===== src/hw/gsra_pkg.sv =====
// Constants shared by the averaging readout core of the gas/humidity/temperature module.
// Assumes a single 200 MHz clock and an external frame layer or I2C engine for host framing.
//
// Behaviour
// - Interface select high or floating picks UART, low picks the I2C command port.
// - Start command enters continuous measurement; it stays there until stop.
// - While measuring, one sample of all three signals every half second.
// - Reported value averages all samples since previous read; a read restarts the window.
// - First sixty seconds: plain mean, accumulated sum divided by sample count.
// - Beyond sixty seconds: exponential smoothing, new sample weighted 0.0167.
// - Smoothing seeded with the sixty-second mean; read returns newest smoothed value.
// - No data returned during first half second after start.
// - Read without a new sample since last read resends previous values unchanged.
// - Formaldehyde output forced to zero until ten seconds after power-up.
// - Humidity and temperature are never suppressed after power-up.
// - Serial link runs 115200 baud, eight data bits, no parity, one stop.
// - Separate receive line in and transmit line out, never shared.
// - After reset the block idles and produces no values until start.
// - Read before first sample after start answers empty with error 0x20.
// - Stop returns to idle; stop while idle answers error 0x43.
package gsra_pkg;

    // ------------------------------------------------------------
    // Clock and times
    // ------------------------------------------------------------
    localparam int CLK_HZ = 200000000;
    localparam int SMP_PERIOD_MS = 500;
    localparam int SMP_CYC = (CLK_HZ / 1000) * SMP_PERIOD_MS;
    localparam int MEAN_WINDOW_S = 60;
    localparam int PWR_SUPP_S = 10;
    localparam int MEAN_SAMPLES = (MEAN_WINDOW_S * 1000) / SMP_PERIOD_MS;
    localparam int PWR_TICKS = (PWR_SUPP_S * 1000) / SMP_PERIOD_MS;
    localparam int UART_BAUD = 115200;
    localparam int BAUD_CYC = CLK_HZ / UART_BAUD;

    // ------------------------------------------------------------
    // Widths and fixed-point
    // ------------------------------------------------------------
    localparam int BAUD_W = 11;
    localparam int PWR_W = 5;
    localparam int FRAC_W = 16;
    localparam int ALPHA_E4 = 167;
    localparam logic [15:0] ALPHA_Q16 = 16'((ALPHA_E4 * 65536 + 5000) / 10000);
    localparam logic [BAUD_W-1:0] BAUD_LAST = BAUD_W'(BAUD_CYC - 1);
    localparam logic [BAUD_W-1:0] BAUD_HALF = BAUD_W'(BAUD_CYC / 2);
    localparam logic [PWR_W-1:0] PWR_LIMIT = PWR_W'(PWR_TICKS);
    localparam logic [3:0] UART_STOP_BIT = 4'h9;

    // ------------------------------------------------------------
    // Commands, answers
    // ------------------------------------------------------------
    localparam logic [7:0] CMD_START = 8'h00;
    localparam logic [7:0] CMD_STOP = 8'h01;
    localparam logic [7:0] CMD_READ = 8'h03;
    localparam logic [7:0] ERR_NONE = 8'h00;
    localparam logic [7:0] ERR_NO_DATA = 8'h20;
    localparam logic [7:0] ERR_STATE = 8'h43;
    localparam logic [7:0] LEN_EMPTY = 8'h00;
    localparam logic [7:0] LEN_VALUES = 8'h06;

    typedef enum logic [1:0] {
        GSRA_IDLE = 2'h1,
        GSRA_MEAS = 2'h2
    } gsra_state_e;

endpackage : gsra_pkg


===== src/hw/gsra_chan.sv =====
// One signal's averager: running mean, then exponential smoothing.
// Assumes samples are signed two's complement and arrive as one-cycle pulses.
`timescale 1ns/10ps
module gsra_chan import gsra_pkg::*; #(
    parameter int W = 16,
    parameter int CNT_W = 8,
    parameter int N = MEAN_SAMPLES
) (
    input wire logic i_clk,
    input wire logic i_rst,
    input wire logic i_clr,
    input wire logic i_smp,
    input wire logic signed [W-1:0] i_x,
    output logic signed [W-1:0] o_val
);
    localparam int ACC_W = W + CNT_W;
    localparam int S_W = W + FRAC_W;

    typedef struct packed {
        logic signed [ACC_W-1:0] acc;
        logic [CNT_W-1:0] cnt;
        logic signed [S_W-1:0] s;
        logic signed [W-1:0] res;
    } gsra_chan_s;

    gsra_chan_s q_r;
    gsra_chan_s q_nxt;

    always_comb begin
        logic signed [ACC_W-1:0] acc_b;
        logic [CNT_W-1:0] cnt_b;
        logic signed [ACC_W-1:0] quo;
        logic signed [S_W:0] diff;
        logic signed [S_W+17:0] prod;
        acc_b = '0;
        cnt_b = '0;
        quo = '0;
        diff = '0;
        prod = '0;
        q_nxt = q_r;
        // A sample landing with a clear opens the new window
        acc_b = i_clr ? '0 : q_r.acc;
        cnt_b = i_clr ? '0 : q_r.cnt;
        if (i_smp) begin
            if (cnt_b < CNT_W'(N)) begin
                q_nxt.acc = acc_b + {{CNT_W{i_x[W-1]}}, i_x};
                q_nxt.cnt = cnt_b + 1'b1;
                quo = q_nxt.acc / $signed({1'b0, q_nxt.cnt});
                q_nxt.res = quo[W-1:0];
                if (q_nxt.cnt == CNT_W'(N)) begin
                    q_nxt.s = {quo[W-1:0], {FRAC_W{1'b0}}};
                end
            end else begin
                // Q16 alpha; 1094/65536 stays within 0.05% of 0.0167
                diff = {i_x[W-1], i_x, {FRAC_W{1'b0}}} - {q_r.s[S_W-1], q_r.s};
                prod = diff * $signed({1'b0, ALPHA_Q16});
                q_nxt.s = q_r.s + prod[S_W+FRAC_W-1:FRAC_W];
                q_nxt.res = q_nxt.s[S_W-1:FRAC_W];
            end
        end else begin
            q_nxt.acc = acc_b;
            q_nxt.cnt = cnt_b;
        end
    end

    always_ff @(posedge i_clk or posedge i_rst) begin
        if (i_rst) begin
            q_r <= '0;
        end else begin
            q_r <= q_nxt;
        end
    end

    assign o_val = q_r.res;
endmodule : gsra_chan


===== src/hw/gsra_readout.sv =====
// Readout core: measurement mode control, averaging, power-up gating and 8N1 serial link.
// Assumes a front end presenting current sample values and, in I2C mode, an external
// engine that delivers decoded command bytes and collects the reply from the o_rep ports.
`timescale 1ns/10ps
module gsra_readout import gsra_pkg::*; #(
    parameter int W = 16,
    parameter int P_SMP_CYC = SMP_CYC
) (
    input wire logic i_clk,
    input wire logic i_rst,
    input wire logic i_if_sel,
    input wire logic i_rx,
    input wire logic i_host_cmd_valid,
    input wire logic [7:0] i_host_cmd,
    input wire logic signed [W-1:0] i_hcho,
    input wire logic signed [W-1:0] i_humid,
    input wire logic signed [W-1:0] i_temp,
    output logic o_tx,
    output logic o_uart_sel,
    output logic o_meas_active,
    output logic o_smp_strobe,
    output logic o_rep_valid,
    output logic [7:0] o_rep_err,
    output logic [7:0] o_rep_len,
    output logic signed [W-1:0] o_rep_hcho,
    output logic signed [W-1:0] o_rep_humid,
    output logic signed [W-1:0] o_rep_temp
);
    typedef struct packed {
        gsra_state_e st;
        logic have;
        logic fresh;
        logic [PWR_W-1:0] pwr;
        logic uart;
        logic rx_busy;
        logic [3:0] rx_bit;
        logic [BAUD_W-1:0] rx_cnt;
        logic [7:0] rx_sh;
        logic tx_busy;
        logic [2:0] tx_idx;
        logic [3:0] tx_bit;
        logic [BAUD_W-1:0] tx_cnt;
        logic [9:0] tx_sh;
        logic tx_line;
        logic rep_valid;
        logic [7:0] rep_err;
        logic [7:0] rep_len;
        logic signed [W-1:0] rep_hcho;
        logic signed [W-1:0] rep_humid;
        logic signed [W-1:0] rep_temp;
    } gsra_top_s;

    gsra_top_s q_r;
    gsra_top_s q_nxt;

    logic smp_tick;
    logic pwr_tick;
    logic chan_clr;
    logic smp_take;
    logic smp_restart;
    logic signed [W-1:0] smp_in [3];
    logic signed [W-1:0] avg [3];

    // ------------------------------------------------------------
    // Timebases
    // ------------------------------------------------------------
    // Sample timer restarts on start so the first sample lands a half second later
    gsra_tick #(.DIV(P_SMP_CYC), .CW(27)) u_smp_tick (
        .i_clk(i_clk),
        .i_rst(i_rst),
        .i_clr(smp_restart),
        .o_tick(smp_tick)
    );

    gsra_tick #(.DIV(P_SMP_CYC), .CW(27)) u_pwr_tick (
        .i_clk(i_clk),
        .i_rst(i_rst),
        .i_clr(1'b0),
        .o_tick(pwr_tick)
    );

    // ------------------------------------------------------------
    // Per-signal averagers
    // ------------------------------------------------------------
    assign smp_take = smp_tick && (q_r.st == GSRA_MEAS);
    // Reads restart the window only; the timer keeps the half-second cadence
    assign smp_restart = chan_clr && (q_r.st == GSRA_IDLE);
    assign smp_in[0] = i_hcho;
    assign smp_in[1] = i_humid;
    assign smp_in[2] = i_temp;

    for (genvar g = 0; g < 3; g++) begin : g_chan
        gsra_chan #(.W(W), .CNT_W(8), .N(MEAN_SAMPLES)) u_chan (
            .i_clk(i_clk),
            .i_rst(i_rst),
            .i_clr(chan_clr),
            .i_smp(smp_take),
            .i_x(smp_in[g]),
            .o_val(avg[g])
        );
    end

    // ------------------------------------------------------------
    // Reply byte selection for the serial sender
    // ------------------------------------------------------------
    function automatic logic [7:0] rep_byte(input gsra_top_s s, input logic [2:0] idx);
        logic [7:0] b;
        b = 8'h00;
        case (idx)
            3'h0: b = s.rep_err;
            3'h1: b = s.rep_len;
            3'h2: b = s.rep_hcho[W-1:W-8];
            3'h3: b = s.rep_hcho[7:0];
            3'h4: b = s.rep_humid[W-1:W-8];
            3'h5: b = s.rep_humid[7:0];
            3'h6: b = s.rep_temp[W-1:W-8];
            default: b = s.rep_temp[7:0];
        endcase
        return b;
    endfunction : rep_byte

    // ------------------------------------------------------------
    // Control
    // ------------------------------------------------------------
    always_comb begin
        logic cmd_v;
        logic [7:0] cmd;
        logic rx_done;
        logic clr;
        cmd_v = 1'b0;
        cmd = 8'h00;
        rx_done = 1'b0;
        clr = 1'b0;
        q_nxt = q_r;
        q_nxt.rep_valid = 1'b0;
        q_nxt.uart = i_if_sel;

        // Power-up suppression counter, counting from reset and holding at PWR_LIMIT
        if (pwr_tick && q_r.pwr != PWR_LIMIT) begin
            q_nxt.pwr = q_r.pwr + 1'b1;
        end

        // Receiver: start bit checked mid-bit, then one sample per bit time
        if (!q_r.uart) begin
            q_nxt.rx_busy = 1'b0;
        end else if (!q_r.rx_busy) begin
            if (!i_rx) begin
                q_nxt.rx_busy = 1'b1;
                q_nxt.rx_cnt = BAUD_HALF;
                q_nxt.rx_bit = 4'h0;
            end
        end else if (q_r.rx_cnt != '0) begin
            q_nxt.rx_cnt = q_r.rx_cnt - 1'b1;
        end else begin
            q_nxt.rx_cnt = BAUD_LAST;
            if (q_r.rx_bit == 4'h0) begin
                q_nxt.rx_busy = ~i_rx;
                q_nxt.rx_bit = 4'h1;
            end else if (q_r.rx_bit == UART_STOP_BIT) begin
                q_nxt.rx_busy = 1'b0;
                rx_done = i_rx;
            end else begin
                q_nxt.rx_sh = {i_rx, q_r.rx_sh[7:1]};
                q_nxt.rx_bit = q_r.rx_bit + 1'b1;
            end
        end

        // Serial commands are dropped while a reply is still going out
        if (q_r.uart) begin
            cmd_v = rx_done && !q_r.tx_busy;
            cmd = q_r.rx_sh;
        end else begin
            cmd_v = i_host_cmd_valid;
            cmd = i_host_cmd;
        end

        // New sample wins over the clear of a read in the same cycle
        if (smp_take) begin
            q_nxt.have = 1'b1;
            q_nxt.fresh = 1'b1;
        end

        if (cmd_v) begin
            q_nxt.rep_valid = 1'b1;
            q_nxt.rep_err = ERR_NONE;
            q_nxt.rep_len = LEN_EMPTY;
            case (cmd)
                CMD_START: begin
                    if (q_r.st == GSRA_IDLE) begin
                        q_nxt.st = GSRA_MEAS;
                        q_nxt.have = 1'b0;
                        q_nxt.fresh = 1'b0;
                        clr = 1'b1;
                    end else begin
                        q_nxt.rep_err = ERR_STATE;
                    end
                end
                CMD_STOP: begin
                    if (q_r.st == GSRA_MEAS) begin
                        q_nxt.st = GSRA_IDLE;
                    end else begin
                        q_nxt.rep_err = ERR_STATE;
                    end
                end
                CMD_READ: begin
                    if (q_r.st != GSRA_MEAS) begin
                        q_nxt.rep_err = ERR_NONE;
                    end else if (!q_r.have) begin
                        q_nxt.rep_err = ERR_NO_DATA;
                    end else begin
                        q_nxt.rep_len = LEN_VALUES;
                        if (q_r.fresh) begin
                            q_nxt.rep_hcho = (q_r.pwr == PWR_LIMIT) ? avg[0] : '0;
                            q_nxt.rep_humid = avg[1];
                            q_nxt.rep_temp = avg[2];
                            q_nxt.fresh = smp_take;
                            clr = 1'b1;
                        end
                        // Otherwise earlier values stand and are sent again
                    end
                end
                default: begin
                    // Unknown codes leave the last reply standing
                    q_nxt.rep_valid = 1'b0;
                    q_nxt.rep_err = q_r.rep_err;
                    q_nxt.rep_len = q_r.rep_len;
                end
            endcase
        end

        // Sender: error, length, then the rep_len value bytes (none for empty replies), high byte first
        if (q_r.uart && q_nxt.rep_valid) begin
            q_nxt.tx_busy = 1'b1;
            q_nxt.tx_idx = 3'h0;
            q_nxt.tx_bit = 4'h0;
            q_nxt.tx_cnt = BAUD_LAST;
            q_nxt.tx_sh = {1'b1, rep_byte(q_nxt, 3'h0), 1'b0};
            q_nxt.tx_line = 1'b0;
        end else if (q_r.tx_busy) begin
            if (q_r.tx_cnt != '0) begin
                q_nxt.tx_cnt = q_r.tx_cnt - 1'b1;
            end else begin
                q_nxt.tx_cnt = BAUD_LAST;
                if (q_r.tx_bit != UART_STOP_BIT) begin
                    q_nxt.tx_bit = q_r.tx_bit + 1'b1;
                    q_nxt.tx_sh = {1'b1, q_r.tx_sh[9:1]};
                    q_nxt.tx_line = q_r.tx_sh[1];
                end else if ({5'h00, q_r.tx_idx} == q_r.rep_len + 8'h01) begin
                    q_nxt.tx_busy = 1'b0;
                    q_nxt.tx_line = 1'b1;
                end else begin
                    q_nxt.tx_idx = q_r.tx_idx + 1'b1;
                    q_nxt.tx_bit = 4'h0;
                    q_nxt.tx_sh = {1'b1, rep_byte(q_r, q_r.tx_idx + 1'b1), 1'b0};
                    q_nxt.tx_line = 1'b0;
                end
            end
        end
        chan_clr = clr;
    end

    always_ff @(posedge i_clk or posedge i_rst) begin
        if (i_rst) begin
            q_r <= '0;
            q_r.st <= GSRA_IDLE;
            q_r.uart <= 1'b1;
            q_r.tx_line <= 1'b1;
        end else begin
            q_r <= q_nxt;
        end
    end

    // ------------------------------------------------------------
    // Outputs
    // ------------------------------------------------------------
    assign o_tx = q_r.tx_line;
    assign o_uart_sel = q_r.uart;
    assign o_meas_active = (q_r.st == GSRA_MEAS);
    assign o_smp_strobe = smp_take;
    assign o_rep_valid = q_r.rep_valid;
    assign o_rep_err = q_r.rep_err;
    assign o_rep_len = q_r.rep_len;
    assign o_rep_hcho = q_r.rep_hcho;
    assign o_rep_humid = q_r.rep_humid;
    assign o_rep_temp = q_r.rep_temp;
endmodule : gsra_readout


===== src/hw/gsra_tick.sv =====
// Restartable prescaler giving a one-cycle enable every DIV clocks.
// Assumes DIV of at least two.
`timescale 1ns/10ps
module gsra_tick import gsra_pkg::*; #(
    parameter int DIV = SMP_CYC,
    parameter int CW = 27
) (
    input wire logic i_clk,
    input wire logic i_rst,
    input wire logic i_clr,
    output logic o_tick
);
    typedef struct packed {
        logic [CW-1:0] cnt;
        logic tick;
    } gsra_tick_s;

    gsra_tick_s q_r;
    gsra_tick_s q_nxt;

    always_comb begin
        q_nxt = q_r;
        q_nxt.tick = 1'b0;
        if (i_clr) begin
            q_nxt.cnt = '0;
        end else if (q_r.cnt == CW'(DIV - 1)) begin
            q_nxt.cnt = '0;
            q_nxt.tick = 1'b1;
        end else begin
            q_nxt.cnt = q_r.cnt + 1'b1;
        end
    end

    always_ff @(posedge i_clk or posedge i_rst) begin
        if (i_rst) begin
            q_r <= '0;
        end else begin
            q_r <= q_nxt;
        end
    end

    assign o_tick = q_r.tick;
endmodule : gsra_tick

===== config.mk =====
export PLATFORM = sky130hd
export DESIGN_NAME = gsra_readout
export DESIGN_NICKNAME = d
export VERILOG_FILES = /design/src/hw/gsra_pkg.sv /design/src/hw/gsra_chan.sv /design/src/hw/gsra_readout.sv /design/src/hw/gsra_tick.sv
export SDC_FILE = /design/constraint.sdc
export NUM_CORES = 2
export LEC_CHECK = 0
export BUFFER_PORTS_ARGS = -buffer_cell sky130_fd_sc_hd__buf_2
export CORE_MARGIN = 5
export CORE_UTILIZATION = 60
export DETAILED_ROUTE_END_ITERATION = 16
export MAX_ROUTING_LAYER = met4
export PLACE_DENSITY = 0.87
export SETUP_SLACK_MARGIN = 0.3
export SLEW_MARGIN = 20
export SYNTH_ARGS = -nofsm -noshare
export SYNTH_HDL_FRONTEND = slang
export SYNTH_SLANG_ARGS = --single-unit

===== constraint.sdc =====
create_clock -name i_clk -period 88.2 [get_ports i_clk]
set_clock_uncertainty 0.1 [all_clocks]
set_input_delay 8.82 -clock i_clk [delete_from_list [all_inputs] [get_ports i_clk]]
set_output_delay 8.82 -clock i_clk [all_outputs]
set_load 0.01 [all_outputs]

==> results.sh <==
export IMPL_status="complete, no violations"
export IMPL_final_common_cell="ha_1"
export IMPL_fin_crit_sh_pct=93.0
export IMPL_wl_per_cell_microns=20.9
export IMPL_tightest_slew_ns=1.17
export IMPL_ys_seq_area_share_pct=13.3
export IMPL_crit_path_frequent_cell="o21a_1"
export IMPL_setup_viol=0
export IMPL_critical_path_class="input pin to flip-flop"
export IMPL_die_width_microns=372
export IMPL_insertion_delay_ns=0.68
export IMPL_clk_pin_slew_ns=0.07
export IMPL_num_fill_cells=11100
export IMPL_clk_path_buf_depth=3
export IMPL_async_flop_share_pct=100
export IMPL_track_usage_pct=35.6
export IMPL_wl_microns=248000
export IMPL_die_height_microns=372
export IMPL_slowest_stage="nor4_4"
export IMPL_cts_buffers=53
export IMPL_critical_path_max_stage_delay_ns=0.71
export IMPL_cts_root_buffer_cell="clkbuf_16"
export IMPL_finalWorstSetupSlack_ns=6.21
export IMPL_fin_tns_setup_ns=0
export IMPL_gp_congestion=1.00
export IMPL_first_pass_iters=9
export IMPL_required_ns=88.64
export IMPL_yosys_warnings=0
export IMPL_critPathLaunchType="input pin"
export IMPL_routed_via_density=6.58
export IMPL_yosysUniqueCellTypes=153
export IMPL_synth_seq_cells=417
export IMPL_hold_buffers=0
export IMPL_syn_inst=10100
export IMPL_period_needed_ns=81.99
export IMPL_fmax_mhz=12.2
export IMPL_maxSlewViolCount=0
export IMPL_synth_edf_count=0
export IMPL_end_kind="flip-flop"
export IMPL_critPathTopFamily="compound AO/OA/AOI/OAI gates"
export IMPL_syn_area_per_cell_sq_um=7.78
export IMPL_post_place_ws_ns=5.15
export IMPL_slew_headroom_pct=21.7
export IMPL_first_global_vias=75800
export IMPL_hpwl_microns=197000
export IMPL_grt_ovfl_total=0
export IMPL_cts_tree="built"
export IMPL_cts_sinks=417
export IMPL_hold_violations=0
export IMPL_num_rows=132
export IMPL_start_util_pct=60.4
export IMPL_grt_pass1_wl_microns=393000
export IMPL_io_pins=130
export IMPL_final_cell_mix="ha_1 (1182), nor2_1 (943), nand2_1 (872)"
export IMPL_synth_main_ff_cell="dfrtp_1"
export IMPL_rsz0062_at_grt="no"
export IMPL_drtIter0Drc=7014
export IMPL_cp_num_buf_inv=11
export IMPL_cts_htree_levels=2
export IMPL_vias=77900
export IMPL_crit_fanout=23
export IMPL_grt_max_degree=89
export IMPL_die_area_sq_mm=0.138
export IMPL_hp_class="flip-flop to flip-flop"
export IMPL_nets=11500
export IMPL_area_growth_pct=4.98
export IMPL_final_layout_size_suffix_gt1_share_pct=7.69
export IMPL_cp_arrival_ns=82.42
export IMPL_ant_nets=0
export IMPL_io_buffers=123
export IMPL_core_sq_mm=0.130
export IMPL_drc_errors=0
export IMPL_antenna_found_initial=13
export IMPL_cap_violations=0
export IMPL_syn_area_sq_mm=0.0785
[final timing paths]
path                       depth (start not counted)  slack (ns)                            startpoint                                     end
max in group asynchronous                          4       77.58                                 i_rst    g_chan[1].u_chan.q_r[62]$_DFFE_PP0P_
hold / removal                                     2        0.37  g_chan[1].u_chan.q_r[57]$_DFFE_PP0P_    g_chan[1].u_chan.q_r[57]$_DFFE_PP0P_
min in group asynchronous                          2        8.13                                 i_rst    g_chan[2].u_chan.q_r[27]$_DFFE_PP0P_
hold reg to reg                                    2        0.37  g_chan[1].u_chan.q_r[57]$_DFFE_PP0P_    g_chan[1].u_chan.q_r[57]$_DFFE_PP0P_
setup reg to reg                                 298       13.55                  o_uart_sel$_DFF_PP1_  g_chan[0].u_chan.o_val[12]$_DFFE_PP0P_
setup / recovery                                 299        6.21                         i_host_cmd[4]  g_chan[0].u_chan.o_val[12]$_DFFE_PP0P_
[cell usage after synthesis, drive strengths merged (185+ instances only)]
library cell / n / area, sq um
ha: 1182 / 14800
nor2: 955 / 3590
nand2: 878 / 3310
inv: 682 / 2560
a21oi: 647 / 3250
o21ai: 536 / 2710
nor3: 503 / 2560
xnor2: 431 / 3780
o21a: 423 / 3190
dfrtp: 414 / 10400
nand3: 223 / 1130
xor2: 185 / 1630
[metrics by stage]
step	instances	instance area, sq um	hold WS, ns	util (%)
5_1_grt	11800	82400	0.379	63.5
3_5_place_dp	11700	80400	0.358	61.9
6_report	11800	82400	0.372	63.5
3_3_place_gp	11700	80400	0.350	61.9
4_1_cts	11800	82300	0.368	63.4
2_1_floorplan	10100	78500	0.335	-
[routing by layer]
metal | global-route usage, % | part of all wire [%] | up-vias
met5 | - | 0 | -
met4 | 15.0 | 4.6 | 0
met3 | 5.25 | 8.3 | 803
met2 | 57.3 | 46 | 3243
met1 | 44.7 | 41 | 37100
li1 | - | - | 36700
[registers in the layout, indices dropped and copies added, names as in the netlist, 8 cells and up]
register,cells
o_rep_humid,16
u_pwr_tick.q_r,27
o_rep_temp,16
o_rep_hcho,16
q_r,61
u_smp_tick.q_r,27
o_rep_err,8
g_chan.u_chan.q_r,192
g_chan.u_chan.o_val,48
[cells by family (layout without fill, tap and decap cells)]
logic type,count (synthesis),count (layout),synth area share (%)
xor+xnor,616,616,6.89
fa+ha+maj,1369,1369,23.6
mux,271,271,3.81
other cells,1,14,0.00478
buf+inv,1015,1008,5.54
flops,417,417,13.3
compound gates,2861,2861,24.8
simple gates,3540,3540,22.1
[repair_timing]
action / 4_1_cts / 5_1_grt
resized for setup: 0 / 11
setup endpoints to repair: 0 / 54
setup buffers: 0 / 5
[final cells by class]
cell class	instances	area [sq um]	area share (%)
Tap cell	1742	2180	2.65
Timing Repair Buffer	228	1410	1.71
Clock buffer	68	1470	1.79
Antenna cell	5	12.5	0.0152
Clock inverter	30	398	0.483
Inverter	682	2570	3.12
Multi-Input combinational cell	8666	63900	77.6
Sequential cell	417	10400	12.7
[worst min-delay path, delay by kind of cell (launching register included)]
family | cells | cell delay, ns
compound gates | 1 | 0.06
simple gates | 1 | 0.04
flops | 1 | 0.34
Power is not shown: default switching activity piles up to over one toggle a cycle in this logic, so the estimate is an artifact.
